[src/rtl/gpt_pkg.sv]
// constants, register map and types of the 32-bit general purpose timer
package gpt_pkg;
    // byte addresses of the registers
    localparam logic [31:0] ADDR_LOAD = 32'hFFFF0320;
    localparam logic [31:0] ADDR_COUNT = 32'hFFFF0324;
    localparam logic [31:0] ADDR_CTRL = 32'hFFFF0328;
    localparam logic [31:0] ADDR_CLR = 32'hFFFF032C;
    localparam logic [31:0] ADDR_CAP = 32'hFFFF0330;
    localparam logic [31:0] ADDR_IRQ_STAT = 32'hFFFF0334;
    localparam logic [31:0] ADDR_IRQ_MASK = 32'hFFFF0338;
    // reset values
    localparam logic [31:0] LOAD_RST = 32'h00000000;
    localparam logic [31:0] COUNT_RST = 32'hFFFFFFFF;
    localparam logic [31:0] CAP_RST = 32'h00000000;
    // count source codes
    localparam logic [2:0] CS_CORE = 3'h0;
    localparam logic [2:0] CS_LP_OSC = 3'h1;
    localparam logic [2:0] CS_PIN_A = 3'h2;
    localparam logic [2:0] CS_PIN_B = 3'h3;
    // count formats
    localparam logic [1:0] FMT_H23 = 2'h2;
    // clock-time field limits
    localparam logic [7:0] HUND_MAX = 8'h63;
    localparam logic [7:0] MINSEC_MAX = 8'h3B;
    localparam logic [7:0] HOUR23_MAX = 8'h17;
    localparam logic [7:0] HOUR255_MAX = 8'hFF;
    // sticky status bits
    localparam int ST_W = 2;
    localparam int ST_TMR = 0;
    localparam int ST_CAP = 1;
    // bus responses
    localparam logic [1:0] RESP_OKAY = 2'h0;
    localparam logic [1:0] RESP_SLVERR = 2'h2;
    // control register layout
    typedef struct packed {
        logic [7:0] ps_val;
        logic ps_en;
        logic [2:0] rsvd;
        logic ps_flag;
        logic irq_src;
        logic cap_en;
        logic [4:0] evt_sel;
        logic [2:0] clk_sel;
        logic up;
        logic en;
        logic periodic;
        logic [1:0] fmt;
        logic [3:0] pre;
    } gpt_ctrl_t;
    localparam gpt_ctrl_t CTRL_RST = '0;
    // one counter step: timeout flag and next value
    typedef struct packed {
        logic wrap;
        logic [31:0] val;
    } gpt_step_t;
endpackage

[src/rtl/gpt_timer32.sv]
// 32-bit general purpose timer with prescaler, post-scaler, capture and AXI4-Lite slave
//
// The AXI4-Lite register port was left to the implementer.
`timescale 1ns/100ps
module gpt_timer32 #(
    parameter int PRE_W = 15,
    parameter int N_EVT = 32
) (
    input wire logic REF_CLK_I,
    input wire logic RST_N_I,
    input wire logic CLK_EN_I,
    input wire logic S_AXI_AWVALID_I,
    output logic S_AXI_AWREADY_O,
    input wire logic [31:0] S_AXI_AWADDR_I,
    input wire logic S_AXI_WVALID_I,
    output logic S_AXI_WREADY_O,
    input wire logic [31:0] S_AXI_WDATA_I,
    input wire logic [3:0] S_AXI_WSTRB_I,
    output logic S_AXI_BVALID_O,
    input wire logic S_AXI_BREADY_I,
    output logic [1:0] S_AXI_BRESP_O,
    input wire logic S_AXI_ARVALID_I,
    output logic S_AXI_ARREADY_O,
    input wire logic [31:0] S_AXI_ARADDR_I,
    output logic S_AXI_RVALID_O,
    input wire logic S_AXI_RREADY_I,
    output logic [31:0] S_AXI_RDATA_O,
    output logic [1:0] S_AXI_RRESP_O,
    input wire logic LP_OSC_I,
    input wire logic EXT_PIN_A_I,
    input wire logic EXT_PIN_B_I,
    input wire logic LOW_POWER_I,
    input wire logic [N_EVT-1:0] IRQ_SRC_I,
    output logic IRQ_O
);
    localparam int ST_W_L = gpt_pkg::ST_W;
    // state
    gpt_pkg::gpt_ctrl_t ctrl_q;
    logic [31:0] load_q, cnt_q, cnt_d, cap_q, wdata_q, waddr_q, rdata_q;
    logic [3:0] wstrb_q;
    logic [7:0] ps_cnt_q, ps_cnt_d, ps_next;
    logic [PRE_W-1:0] pre_cnt_q, pre_lim;
    logic [ST_W_L-1:0] stat_q, mask_q, stat_set, stat_clr;
    logic flag_q, aw_full_q, w_full_q, bvalid_q, rvalid_q;
    logic [1:0] bresp_q, rresp_q;
    logic [N_EVT-1:0] evt_prev_q;
    logic [2:0] s1_q, s2_q, s3_q, lvl_q, rise;

    // byte-lane merge of a register write
    function automatic logic [31:0] merge(input logic [31:0] old, input logic [31:0] d,
                                          input logic [3:0] s);
        logic [31:0] m;
        m = {{8{s[3]}}, {8{s[2]}}, {8{s[1]}}, {8{s[0]}}};
        return (old & ~m) | (d & m);
    endfunction

    // one clock-time step; fields hours:min:sec:hundredths, one byte each
    function automatic gpt_pkg::gpt_step_t hms_step(input logic [31:0] v, input logic up,
                                                    input logic [7:0] hmax);
        gpt_pkg::gpt_step_t r;
        logic [7:0] h, m, s, c;
        {h, m, s, c} = v;
        r.wrap = 1'b0;
        if (up) begin
            if (c < gpt_pkg::HUND_MAX) begin
                c = c + 8'h01;
            end else begin
                c = 8'h00;
                if (s < gpt_pkg::MINSEC_MAX) begin
                    s = s + 8'h01;
                end else begin
                    s = 8'h00;
                    if (m < gpt_pkg::MINSEC_MAX) begin
                        m = m + 8'h01;
                    end else begin
                        m = 8'h00;
                        if (h < hmax) begin
                            h = h + 8'h01;
                        end else begin
                            h = 8'h00;
                            r.wrap = 1'b1;
                        end
                    end
                end
            end
        end else begin
            if (c != 8'h00) begin
                c = c - 8'h01;
            end else begin
                c = gpt_pkg::HUND_MAX;
                if (s != 8'h00) begin
                    s = s - 8'h01;
                end else begin
                    s = gpt_pkg::MINSEC_MAX;
                    if (m != 8'h00) begin
                        m = m - 8'h01;
                    end else begin
                        m = gpt_pkg::MINSEC_MAX;
                        if (h != 8'h00) begin
                            h = h - 8'h01;
                        end else begin
                            h = hmax;
                            r.wrap = 1'b1;
                        end
                    end
                end
            end
        end
        r.val = {h, m, s, c};
        return r;
    endfunction

    // pin-side sources: three flops, a rising level counts once stages two and three agree high
    logic [2:0] pin_raw;
    assign pin_raw = {EXT_PIN_B_I, EXT_PIN_A_I, LP_OSC_I};
    for (genvar g = 0; g < 3; g++) begin : g_sync
        always_ff @(posedge REF_CLK_I or negedge RST_N_I) begin
            if (!RST_N_I) begin
                s1_q[g] <= 1'b0;
                s2_q[g] <= 1'b0;
                s3_q[g] <= 1'b0;
                lvl_q[g] <= 1'b0;
            end else if (CLK_EN_I) begin
                s1_q[g] <= pin_raw[g];
                s2_q[g] <= s1_q[g];
                s3_q[g] <= s2_q[g];
                if (s2_q[g] == s3_q[g]) begin
                    lvl_q[g] <= s2_q[g];
                end
            end
        end
        assign rise[g] = s2_q[g] & s3_q[g] & ~lvl_q[g];
    end

    // bus decode; readies drop while the clock enable freezes the block
    logic do_wr, ar_hs, wr_load, wr_ctrl, wr_clr, wr_stat, wr_mask, w_hit, r_hit;
    assign S_AXI_AWREADY_O = ~aw_full_q & CLK_EN_I;
    assign S_AXI_WREADY_O = ~w_full_q & CLK_EN_I;
    assign S_AXI_ARREADY_O = ~rvalid_q & CLK_EN_I;
    assign ar_hs = S_AXI_ARVALID_I & S_AXI_ARREADY_O;
    assign do_wr = aw_full_q & w_full_q & ~bvalid_q & CLK_EN_I;
    assign wr_load = do_wr & (waddr_q == gpt_pkg::ADDR_LOAD);
    assign wr_ctrl = do_wr & (waddr_q == gpt_pkg::ADDR_CTRL);
    assign wr_clr = do_wr & (waddr_q == gpt_pkg::ADDR_CLR);
    assign wr_stat = do_wr & (waddr_q == gpt_pkg::ADDR_IRQ_STAT);
    assign wr_mask = do_wr & (waddr_q == gpt_pkg::ADDR_IRQ_MASK);
    // count and capture take writes without effect
    assign w_hit = wr_load | wr_ctrl | wr_clr | wr_stat | wr_mask
                 | (waddr_q == gpt_pkg::ADDR_COUNT) | (waddr_q == gpt_pkg::ADDR_CAP);

    // control read view: live post-scaler count on top, reserved bits as zero
    gpt_pkg::gpt_ctrl_t ctrl_rd, ctrl_wr;
    always_comb begin
        ctrl_rd = ctrl_q;
        ctrl_rd.ps_val = ps_cnt_q;
        ctrl_rd.ps_flag = flag_q;
        ctrl_rd.rsvd = 3'h0;
        ctrl_wr = merge(ctrl_q, wdata_q, wstrb_q);
        ctrl_wr.rsvd = 3'h0;
        ctrl_wr.ps_flag = 1'b0;
    end

    // read mux; write-only registers read as zero
    logic [31:0] rd_mux;
    assign r_hit = (S_AXI_ARADDR_I == gpt_pkg::ADDR_LOAD) | (S_AXI_ARADDR_I == gpt_pkg::ADDR_CLR)
                 | (S_AXI_ARADDR_I == gpt_pkg::ADDR_COUNT) | (S_AXI_ARADDR_I == gpt_pkg::ADDR_CTRL)
                 | (S_AXI_ARADDR_I == gpt_pkg::ADDR_CAP) | (S_AXI_ARADDR_I == gpt_pkg::ADDR_IRQ_STAT)
                 | (S_AXI_ARADDR_I == gpt_pkg::ADDR_IRQ_MASK);
    assign rd_mux = (S_AXI_ARADDR_I == gpt_pkg::ADDR_COUNT) ? cnt_q :
                    (S_AXI_ARADDR_I == gpt_pkg::ADDR_CTRL) ? ctrl_rd :
                    (S_AXI_ARADDR_I == gpt_pkg::ADDR_CAP) ? cap_q :
                    (S_AXI_ARADDR_I == gpt_pkg::ADDR_IRQ_STAT) ? 32'(stat_q) :
                    (S_AXI_ARADDR_I == gpt_pkg::ADDR_IRQ_MASK) ? 32'(mask_q) : 32'h00000000;

    // bus channel state; address and data may arrive in either order
    always_ff @(posedge REF_CLK_I or negedge RST_N_I) begin
        if (!RST_N_I) begin
            aw_full_q <= 1'b0;
            w_full_q <= 1'b0;
            bvalid_q <= 1'b0;
            rvalid_q <= 1'b0;
            waddr_q <= 32'h00000000;
            wdata_q <= 32'h00000000;
            wstrb_q <= 4'h0;
            bresp_q <= gpt_pkg::RESP_OKAY;
            rresp_q <= gpt_pkg::RESP_OKAY;
            rdata_q <= 32'h00000000;
        end else if (CLK_EN_I) begin
            if (S_AXI_AWVALID_I & S_AXI_AWREADY_O) begin
                aw_full_q <= 1'b1;
                waddr_q <= S_AXI_AWADDR_I;
            end else if (do_wr) begin
                aw_full_q <= 1'b0;
            end
            if (S_AXI_WVALID_I & S_AXI_WREADY_O) begin
                w_full_q <= 1'b1;
                wdata_q <= S_AXI_WDATA_I;
                wstrb_q <= S_AXI_WSTRB_I;
            end else if (do_wr) begin
                w_full_q <= 1'b0;
            end
            if (do_wr) begin
                bvalid_q <= 1'b1;
                bresp_q <= w_hit ? gpt_pkg::RESP_OKAY : gpt_pkg::RESP_SLVERR;
            end else if (S_AXI_BREADY_I) begin
                bvalid_q <= 1'b0;
            end
            if (ar_hs) begin
                rvalid_q <= 1'b1;
                rdata_q <= rd_mux;
                rresp_q <= r_hit ? gpt_pkg::RESP_OKAY : gpt_pkg::RESP_SLVERR;
            end else if (S_AXI_RREADY_I) begin
                rvalid_q <= 1'b0;
            end
        end
    end
    assign S_AXI_BVALID_O = bvalid_q;
    assign S_AXI_BRESP_O = bresp_q;
    assign S_AXI_RVALID_O = rvalid_q;
    assign S_AXI_RDATA_O = rdata_q;
    assign S_AXI_RRESP_O = rresp_q;

    // source select; core clock stops in low-power mode, the others run on
    logic src_tick, pre_hit, cnt_tick, timeout;
    assign src_tick = (ctrl_q.clk_sel == gpt_pkg::CS_CORE) ? ~LOW_POWER_I :
                      (ctrl_q.clk_sel == gpt_pkg::CS_LP_OSC) ? rise[0] :
                      (ctrl_q.clk_sel == gpt_pkg::CS_PIN_A) ? rise[1] :
                      (ctrl_q.clk_sel == gpt_pkg::CS_PIN_B) ? rise[2] : 1'b0;
    // divide by two to the code; codes between the documented ones follow the same law
    assign pre_lim = PRE_W'((32'h00000001 << ctrl_q.pre) - 32'h00000001);
    assign pre_hit = src_tick & (pre_cnt_q == pre_lim);
    assign cnt_tick = ctrl_q.en & pre_hit;

    // next count value in binary or clock-time format
    gpt_pkg::gpt_step_t step_bin, step_hms, step;
    assign step_bin = ctrl_q.up ? gpt_pkg::gpt_step_t'({1'b0, cnt_q} + 33'h000000001) :
                      {cnt_q == 32'h00000000, cnt_q - 32'h00000001};
    assign step_hms = hms_step(cnt_q, ctrl_q.up, (ctrl_q.fmt == gpt_pkg::FMT_H23) ?
                               gpt_pkg::HOUR23_MAX : gpt_pkg::HOUR255_MAX);
    // reserved format code counts as binary
    assign step = ctrl_q.fmt[1] ? step_hms : step_bin;
    assign timeout = cnt_tick & step.wrap;

    // counter: clear write reloads at once, periodic mode reloads on timeout
    always_comb begin
        cnt_d = cnt_q;
        if (wr_clr) begin
            cnt_d = load_q;
        end else if (cnt_tick) begin
            cnt_d = (timeout & ctrl_q.periodic) ? load_q : step.val;
        end
    end

    // post-scaler; target zero means 256 timeouts since the byte wraps
    logic ps_match, ps_step;
    assign ps_next = ps_cnt_q + 8'h01;
    assign ps_step = timeout & ctrl_q.ps_en;
    assign ps_match = ps_step & (ps_next == ctrl_q.ps_val);
    always_comb begin
        ps_cnt_d = ps_cnt_q;
        if (wr_ctrl & wstrb_q[3]) begin
            ps_cnt_d = 8'h00;
        end else if (ps_match) begin
            ps_cnt_d = 8'h00;
        end else if (ps_step) begin
            ps_cnt_d = ps_next;
        end
    end

    // events: timer interrupt source and capture on first assertion
    logic tmr_evt, cap_hit;
    assign tmr_evt = ctrl_q.irq_src ? ps_match : timeout;
    assign cap_hit = ctrl_q.cap_en & IRQ_SRC_I[ctrl_q.evt_sel]
                   & ~evt_prev_q[ctrl_q.evt_sel];
    assign stat_set = {cap_hit, tmr_evt};
    // clear register and a written one both drop the pending bit; a new event wins
    assign stat_clr = (wr_stat ? wdata_q[ST_W_L-1:0] : '0) | {1'b0, wr_clr};

    // timer state
    always_ff @(posedge REF_CLK_I or negedge RST_N_I) begin
        if (!RST_N_I) begin
            ctrl_q <= gpt_pkg::CTRL_RST;
            load_q <= gpt_pkg::LOAD_RST;
            cnt_q <= gpt_pkg::COUNT_RST;
            cap_q <= gpt_pkg::CAP_RST;
            pre_cnt_q <= '0;
            ps_cnt_q <= 8'h00;
            flag_q <= 1'b0;
            evt_prev_q <= '0;
        end else if (CLK_EN_I) begin
            if (wr_ctrl) begin
                ctrl_q <= ctrl_wr;
            end
            if (wr_load) begin
                load_q <= merge(load_q, wdata_q, wstrb_q);
            end
            cnt_q <= cnt_d;
            if (!ctrl_q.en | wr_clr | pre_hit) begin
                pre_cnt_q <= '0;
            end else if (src_tick) begin
                pre_cnt_q <= pre_cnt_q + 1'b1;
            end
            ps_cnt_q <= ps_cnt_d;
            flag_q <= ps_match | (flag_q & ~wr_clr);
            evt_prev_q <= IRQ_SRC_I;
            if (cap_hit) begin
                cap_q <= cnt_q;
            end
        end
    end

    // interrupt status and mask
    always_ff @(posedge REF_CLK_I or negedge RST_N_I) begin
        if (!RST_N_I) begin
            stat_q <= '0;
            mask_q <= '0;
        end else if (CLK_EN_I) begin
            stat_q <= stat_set | (stat_q & ~stat_clr);
            if (wr_mask) begin
                mask_q <= wdata_q[ST_W_L-1:0];
            end
        end
    end
    assign IRQ_O = |(stat_q & mask_q);
endmodule

[config.mk]
export PLATFORM = sky130hd
export DESIGN_NAME = gpt_timer32
export DESIGN_NICKNAME = d
export VERILOG_FILES = /design/src/rtl/gpt_pkg.sv /design/src/rtl/gpt_timer32.sv
export SDC_FILE = /design/constraint.sdc
export NUM_CORES = 1
export LEC_CHECK = 0
export BUFFER_PORTS_ARGS = -buffer_cell sky130_fd_sc_hd__buf_2
export CAP_MARGIN = 20
export CELL_PAD_IN_SITES_DETAIL_PLACEMENT = 0
export CELL_PAD_IN_SITES_GLOBAL_PLACEMENT = 1
export CORE_UTILIZATION = 50
export DETAILED_ROUTE_END_ITERATION = 7
export GPL_TIMING_DRIVEN = 0
export PLACE_DENSITY_LB_ADDON = 0.1
export SLEW_MARGIN = 40
export SYNTH_ARGS = -nofsm -noshare
export SYNTH_HDL_FRONTEND = slang
export SYNTH_SLANG_ARGS = --single-unit
[constraint.sdc]
create_clock -name REF_CLK_I -period 6.4 [get_ports REF_CLK_I]
set_input_delay 0.96 -clock REF_CLK_I [delete_from_list [all_inputs] [get_ports REF_CLK_I]]
set_output_delay 0.96 -clock REF_CLK_I [all_outputs]
set_load 0.01 [all_outputs]
## Word level (Yosys, flattened, before mapping)

Cells that the tools add are included.

- Register bits: 304
- Input port bits: 144
- Output and inout port bits: 42
- Logic and storage cells: 263

- $add $sub $neg: 13
- $lt $le $gt $ge: 5
- Eq/ne operators: 29
- Shifts and indexed selects: 1
- Mux-type cells: 68
- Bitwise gates (word level): 66
- Reductions and logical operators: 36

Operators with widths:

| cell | count |
|---|---|
| $eq A32 B32 Y1 const B | 14 |
| $mux W8 | 28 |
| $mux W32 | 6 |
| $and A32 B32 Y32 | 3 |
| $mux W33 | 2 |
| $or A32 B32 Y32 | 2 |
| $add A8 B1 Y8 const B | 5 |
| $reduce_and A2 Y1 | 18 |
| $add A32 B1 Y33 const B | 1 |
| $logic_not A32 Y1 | 1 |
| $not A32 Y32 | 1 |
| $reduce_bool A8 Y1 | 4 |
| $sub A32 B1 Y32 const B | 1 |
| $sub A8 B1 Y8 const B | 4 |
| $and A1 B1 Y1 | 30 |
| $mux W15 | 2 |
| $ne A5 B4 Y1 const B | 6 |
| $mux W1 | 23 |
| $lt A8 B6 Y1 const B | 2 |
| $add A15 B1 Y15 const B | 1 |
| $eq A15 B15 Y1 | 1 |
| $or A1 B1 Y1 | 15 |
| $shl A1 B4 Y15 const A | 1 |
| $sub A15 B1 Y15 const B | 1 |
| other kinds (23) | 46 |

## Logic depth before layout (Yosys ltp)

Gate-level depths: netlist of run 1.

- Word-level depth: 14
- Gate-level depth with buffers: 16
- Gate-level depth less buffers: 11

## Worst setup path after synthesis of run 1

Ideal clock, no wire load.

- Kind: register to register
- Start: register (tool-made name)
- End: register cnt_q[31]
- Library setup time: 0.080 ns
- Arrival time: 3.497 ns
- Required time: 6.320 ns
- Path slack: 2.823 ns
- Cell stages (with the launch flop): 15
- Buffers on the path: 3
- Period minus slack after synthesis: 3.577 ns
- Path through: dfrtp_1 buf_2 buf_2 nor3_1 nand2_1 ha_1 or3_1 a21o_1 o211ai_1 o2111ai_1 nor4_1 a41oi_4 buf_6 mux2_4 o22a_1

RTL lines:

| what | RTL line | RTL |
|---|---|---|
| end signal: assignment | gpt_timer32.sv:284 | `cnt_q <= gpt_pkg::COUNT_RST;` |
| end signal: assignment | gpt_timer32.sv:297 | `cnt_q <= cnt_d;` |
| end: declaration | gpt_timer32.sv:39 | `logic [31:0] load_q, cnt_q, cnt_d, cap_q, wdata_q, waddr_q, rdata_q;` |

==> results of run 1 <==
-- cell type report --
cell class | instances | area, um2
Timing Repair Buffer | 188 | 1041
Sequential cell | 302 | 7597
Tap cell | 442 | 553.0
Fill cell | 2828 | 13120
Clock inverter | 16 | 211.5
Multi-Input combinational cell | 1135 | 8399
Inverter | 50 | 187.7
Buffer | 118 | 504.2
Clock buffer | 47 | 1001
-- metrics by stage --
stage / cell area (um2) / std cells / setup WS [ns] / hold slack, ns
after floorplan: 16640 / 1605 / 2.823 / 0.4373
after global placement: 18110 / 2229 / -1.390 / 0.4530
after detailed placement: 18280 / 2235 / 1.716 / 0.4632
after CTS: 19490 / 2298 / 1.737 / 0.3253
after global routing: 19490 / 2298 / 1.489 / 0.3401
final: 19490 / 2298 / 1.681 / 0.3259
-- final timing paths --
kind / start / to / slack (ns) / cells after the start
worst max-delay path: register / cnt_q[4] / 1.68 / 14
worst min-delay path: RST_N_I / wdata_q[6] / 0.33 / 1
worst max register to register: register / cnt_q[4] / 1.68 / 14
worst min register to register: S_AXI_RRESP_O[1] / S_AXI_RRESP_O[1] / 0.47 / 1
max in group asynchronous: RST_N_I / waddr_q[18] / 4.64 / 4
min in group REF_CLK_I: S_AXI_RRESP_O[1] / S_AXI_RRESP_O[1] / 0.47 / 1
-- worst reg2reg max path: cells and delay by family (launching register included) --
kind | cells | cell delay [ns]
muxes | 1 | 0.25
and+or+nand+nor | 2 | 0.79
adders and majority gates | 1 | 0.39
DFF | 1 | 0.39
buffers and inverters | 5 | 1.53
AOI/OAI and AO/OA | 5 | 1.29
-- synthesized netlist by cell type, types with 6 or more instances --
master     count  share of area
mux2_2       214           0.14
buf_2         13         0.0039
inv_1         49          0.011
nor2b_1        6         0.0023
clkbuf_1      89          0.020
a221oi_1      11         0.0058
nand3b_1       7         0.0032
o21ai_0       82          0.025
mux2i_1       29          0.017
nor4_1        20         0.0075
dfrtp_1      270           0.41
a222oi_1      27          0.016
and3_1        19         0.0071
o221ai_1       7         0.0037
nor3_1        31         0.0093
a211oi_1       8         0.0036
a21o_1         9         0.0041
o22ai_1       15         0.0056
a22oi_1        7         0.0032
ha_1          19          0.014
nor3b_1        9         0.0041
and4_1        10         0.0053
and2_1        10         0.0038
o211ai_1      10         0.0045
nand3_1       54          0.016
o2111ai_1      7         0.0037
buf_1          9         0.0020
dfstp_2       32          0.051
o31ai_1       10         0.0045
or4_1          8         0.0036
xor2_1        21          0.011
xnor2_1       35          0.018
nand4_1       26         0.0098
or3_1          8         0.0030
a31oi_1        9         0.0034
nand2_1      153          0.035
o32ai_1       18         0.0095
nor2_1       101          0.023
a21oi_1       41          0.012
-- metal layers --
layer | GRT usage | wire, um
met1 | 0.4355 | 22610
met2 | 0.4815 | 23610
met3 | 0.05374 | 3702
met4 | 0.09833 | 1412
met5 | 0 | 0
-- placed cells by master (no fill, tap or decap), types with 8 or more instances in the layout --
cell type | Yosys | routed
inv_1 | 49 | 49
o22ai_1 | 15 | 15
buf_2 | 13 | 196
nand2_1 | 153 | 153
or4_1 | 8 | 8
xor2_1 | 21 | 21
nand3_1 | 54 | 54
dfrtp_1 | 270 | 270
buf_1 | 9 | 9
nor2_1 | 101 | 101
clkbuf_8 | 0 | 8
and4_1 | 10 | 10
a21o_1 | 9 | 9
or3_1 | 8 | 8
nor3b_1 | 9 | 8
nor4_1 | 20 | 16
and3_1 | 19 | 19
a211oi_1 | 8 | 8
nor3_1 | 31 | 31
a221oi_1 | 11 | 10
o21ai_0 | 82 | 82
ha_1 | 19 | 19
mux2_2 | 214 | 214
a31oi_1 | 9 | 8
o211ai_1 | 10 | 10
clkbuf_16 | 0 | 35
o32ai_1 | 18 | 18
xnor2_1 | 35 | 35
nand4_1 | 26 | 26
clkbuf_1 | 89 | 93
a222oi_1 | 27 | 27
a21oi_1 | 41 | 40
dfstp_2 | 32 | 32
o31ai_1 | 10 | 10
and2_1 | 10 | 10
mux2i_1 | 29 | 29
-- where the power goes --
group	leakage, nW	total (mW)	internal, mW	switching, mW
clock network	0.597	2.10	1.27	0.828
logic	4.29	0.537	0.305	0.231
registers	3.84	2.39	2.18	0.213
total	8.73	5.03	3.76	1.27
-- kinds of logic after synthesis --
group                    after synthesis
AO/OA/AOI/OAI                        315
adder cells (fa/ha/maj)               19
flip-flops                           302
multiplexers                         249
XOR/XNOR                              57
buffers and inverters                168
other                                  1
AND/OR/NAND/NOR                      493
==> summary.txt, run 1 <==
Status
  – Status: finished clean

Yosys
  – Post-Synth Adder-Cell Area: 0.01429
  – Mux contribution to synthesized area: 0.1700
  – EDFF count, synth: 0
  – Synth Register Bits: 302
  – Synth Flop Type: dfrtp_1
  – Synth Area in Simple Gates: 0.1503
  – Synth warn: 0
  – Post-synthesis cell count: 1604
  – Main combinational cell family by area after synthesis: multiplexers
  – Synthesized cell area: 16640 um2
  – Post-synthesis cell type count: 88
  – Seq/Total Area, Yosys: 0.4566
  – Compound-Gate Fraction of Synth Area: 0.1362
  – Ys async rst share: 1.000
  – Synth Area in XOR/XNOR: 0.03083
  – Syn_area_per_cell: 10.37 um2

Timing
  – Worst-margin pin slew: 0.8817 ns
  – Final Cycle Share: 0.7374
  – Setup_tns: 0 ns
  – Fmax: 211.9 MHz
  – Setup violators final: 0
  – Final hold vios: 0
  – Unrepaired setup endpoints after global routing: false
  – Final min period: 4.719 ns
  – Rel. slew slack: 0.4110
  – Pins Over Slew Limit: 0
  – Clock Skew: 0.02455 ns

Critical path
  – Critical path cell sequence: clkbuf_1 -> inv_1 -> nor2_1 -> ha_1 -> a21o_1 -> a21oi_1 -> and3_1 -> clkbuf_1 -> a2111oi_4 -> a41oi_4 -> buf_6 -> buf_6 -> mux2i_1 -> a21oi_1
  – Top delay family on crit path: buffers and inverters
  – CP max-delay cell: nor2_1
  – Crit path DAT: 5.14 ns
  – Max stage delay on crit path: 0.59 ns
  – Worst Setup Start Kind: register
  – Buffer and inverter count on the worst path: 5
  – Critical path data required time: 6.82 ns
  – Worst Path Max Fanout: 10
  – Critical path class: reg -> reg
  – Crit path capture type: register

Cells and area
  – Share of layout cells above drive strength 1: 0.2980
  – N_diodes: 0
  – Final Util: 0.5977
  – Layout area overhead: 17.17%
  – Fin nets: 1993

Floorplan
  – Die width: 184.4 um
  – Standard-cell row count: 66
  – I/O pin count: 186
  – Die height: 184.4 um
  – Die Area: 34010 um2
  – Core Footprint: 32620 um2
  – Starting Density: 0.5101

Clocking
  – Root Driver: clkbuf_16
  – Post-CTS setup buffer count: 0
  – Hold-fix buffers, CTS: 0
  – Clock buffer depth: 3
  – Post-CTS sizing: 0
  – Cts bufs inserted: 35
  – CTS sink cnt: 302
  – H-tree depth: 2
  – CTS clock-pin slew for the worst setup and hold paths: 0.06 ns
  – Worst-skew pair later-pin latency: 0.53 ns
  – TritonCTS clock tree: built

Global routing
  – Vias in the first global route: 13720
  – Grt total ovfl: 0
  – First-pass GRT wire length: 79750 um
  – Largest net degree at the start of global routing: 74
  – GRT Overall Usage: 0.3085
  – Initial antenna violation count: 0

Route
  – Drt drc: 0
  – First-pass iteration count of the detailed router: 6
  – DRT iter0 DRCs: 1285
  – DRT Wirelength: 51330 um
  – DR vias: 14120
  – WL/cell: 22.34 um
  – Vias per inst: 6.146
  – DRT antenna net count: 0

Power
  – Leak pwr: 8.727 nW
  – Peak VDD IR: 0.0002801 V
  – Final Power: 5.031 mW
  – PwrDens: 258.1 nW/um2

Job
  – Max Cap Viol: 0

Placed design
  – Final Wtd Congestion: 0.9700
  – Port Buffer Count: 182
  – HPWL after DPL: 38700 um

Min path
  – HP Class: in -> async
No activity file was read; power rests on OpenSTA's default activity.
==> run 2, diff against run 1 <==
Settings changed: ABC_AREA from default to 1, CORE_UTILIZATION 50 to 44.
Clock period 6.4 ns to 4.6 ns, I/O delays scaled along.
==> run 2 against run 1 <==
Compared with the run above:
- sequential power is 33% higher
- final area is 5.2% higher
- critical path type unchanged
- largest cell class unchanged
- register-to-register slack worse by 0.45 ns
- power is 40% higher
- maximum frequency is 40% higher
==> summary.txt, run 2 <==
Power
  – Peak VDD IR: 0.0003339 V
  – Leak pwr: 10.06 nW
  – PwrDens: 343.3 nW/um2

Clocking
  – Post-CTS setup buffer count: 0
  – Clock buffer depth: 3
  – CTS sink cnt: 302
  – H-tree depth: 2
  – CTS clock-pin slew for the worst setup and hold paths: 0.06 ns
  – Worst-skew pair later-pin latency: 0.57 ns
  – Post-CTS sizing: 0
  – Root Driver: clkbuf_16
  – Hold-fix buffers, CTS: 0
  – TritonCTS clock tree: built
  – Cts bufs inserted: 36

Status
  – Status: finished clean

Cells and area
  – Layout area overhead: 16.75%
  – Most frequent cells in the layout: 685 x nand2_1, 270 x dfrtp_1, 234 x inv_1
  – Fin nets: 2781
  – Final Util: 0.5256
  – Share of layout cells above drive strength 1: 0.1663
  – Design Area, Final: 20500 um2
  – Commonest non-fill, non-tap cell in the layout: nand2_1
  – Post-Layout Cell Count: 3165

Job
  – Max Cap Viol: 0

Timing
  – Min Hold Slack: 0.04275 ns
  – Setup violators final: 0
  – Clock Skew: 0.02438 ns
  – Rel. slew slack: 0.3973
  – Pins Over Slew Limit: 0
  – Setup_tns: 0 ns
  – Fmax: 296.6 MHz
  – Unrepaired setup endpoints after global routing: false
  – Final hold vios: 0
  – Worst-margin pin slew: 0.9041 ns
  – Final Cycle Share: 0.7329
  – Final min period: 3.371 ns

Critical path
  – Crit path DAT: 3.81 ns
  – Worst Path Max Fanout: 10
  – Crit path capture type: register
  – Critical path class: reg -> reg
  – Critical path data required time: 5.04 ns
  – Worst Setup Start Kind: register

Global routing
  – Largest net degree at the start of global routing: 74
  – Vias in the first global route: 16170
  – Grt total ovfl: 0
  – GRT Overall Usage: 0.2940
  – First-pass GRT wire length: 92790 um
  – Initial antenna violation count: 3

Min path
  – HP Class: in -> async

Route
  – DR vias: 16780
  – Vias per inst: 5.302
  – First-pass iteration count of the detailed router: 8
  – DRT antenna net count: 0
  – DRT Wirelength: 58950 um
  – DRT iter0 DRCs: 1466
  – WL/cell: 18.62 um
  – Drt drc: 0

Floorplan
  – Die Area: 40710 um2
  – Die height: 201.8 um
  – Die width: 201.8 um
  – Starting Density: 0.4502
  – Standard-cell row count: 72
  – Core Footprint: 39010 um2
  – I/O pin count: 186

Yosys
  – Syn_area_per_cell: 7.341 um2
  – Most frequent cell after synthesis: nand2_1
  – Synth cell count leaders: 685 x nand2_1, 270 x dfrtp_1, 234 x inv_1, 216 x o21ai_0, 203 x nor2_1
  – Synthesized cell area: 17560 um2
  – Yosys top cell area share: 0.3848
  – EDFF count, synth: 0
  – Synth area leader: dfrtp_1
  – Synth Flop Type: dfrtp_1
  – Synth Register Bits: 302
  – Seq/Total Area, Yosys: 0.4326
  – Largest cells by area after synthesis: dfrtp_1 38%, nand2_1 15%, o21ai_0 6.2%, nand3_1 5.7%, inv_1 5.0%
  – Ys async rst share: 1.000
  – Synth warn: 0
  – Post-synthesis cell count: 2392
  – Post-synthesis cell type count: 57

Placed design
  – Port Buffer Count: 183
  – HPWL after DPL: 45680 um
  – Placed insts: 3098
  – Final Wtd Congestion: 1.023
  – Post-DP Area: 19250 um2
run 2: critical path, stage by stage (launching register included):
cell     delay [ns]
dfrtp_1        0.33
buf_2          0.28
inv_1          0.14
nor2_1         0.46
ha_1           0.23
nand2_1        0.07
nor2_1         0.08
o21ai_0        0.08
nand2_1        0.24
nand4_1        0.17
nand2_1        0.09
nand2_1        0.05
nand2_1        0.05
nand2_1        0.05
nor2_1         0.34
nand2_1        0.10
nand2_1        0.09
nand2_2        0.12
buf_6          0.18
nand2_1        0.05
o21ai_1        0.06
run 2: cell type report:
| class | instances | area [um2] |
|---|---|---|
| Antenna cell | 1 | 2.502 |
| Buffer | 108 | 541.8 |
| Clock buffer | 51 | 1049 |
| Clock inverter | 15 | 197.7 |
| Fill cell | 3967 | 18510 |
| Inverter | 261 | 987.2 |
| Multi-Input combinational cell | 1722 | 8443 |
| Sequential cell | 302 | 7597 |
| Tap cell | 518 | 648.1 |
| Timing Repair Buffer | 187 | 1036 |
run 2: worst paths after layout:
path	from	end	slack, ns	cells past startpoint
max	register	ps_cnt_q[2]	1.23	20
min	RST_N_I	pre_cnt_q[14]	0.04	1
max reg2reg	register	ps_cnt_q[2]	1.23	20
min reg2reg	s1_q[2]	s1_q[2]	0.47	2
max in group asynchronous	RST_N_I	waddr_q[9]	3.47	3
min in group REF_CLK_I	EXT_PIN_B_I	s1_q[2]	0.33	3
run 2: kinds of logic after synthesis:
| family | share of synthesized area |
|---|---|
| and+or+nand+nor | 0.2996 |
| adders and majority gates | 0.01354 |
| other | 0.0002135 |
| muxes | 0.02180 |
| buffers and inverters | 0.08692 |
| DFF | 0.4326 |
| AOI/OAI and AO/OA | 0.1258 |
| xor gates and xnor gates | 0.01945 |
run 2: power by group:
group          total, mW  switching [mW]  leakage, nW  internal (mW)
sequential          3.19           0.169         3.83           3.02
combinational      0.877           0.538         5.63          0.339
clock               2.97            1.19        0.604           1.78
total               7.04            1.90         10.1           5.14
run 2: per-layer routing:
metal | routed length, um | global-route usage | vias to the layer above
met1 | 27480 | 0.4195 | 7920
met5 | 0 | 0 | -
met3 | 3833 | 0.04708 | 83
met2 | 26250 | 0.4618 | 559
met4 | 1382 | 0.08171 | 0
li1 | - | - | 8219
run 2: stage by stage:
step           total power [mW]  worst slack [ns]
2_1_floorplan             3.744             2.248
3_3_place_gp              4.066            -2.983
3_5_place_dp              4.122             1.315
4_1_cts                   7.109             1.296
5_1_grt                   7.369            0.9883
6_report                  7.038             1.229
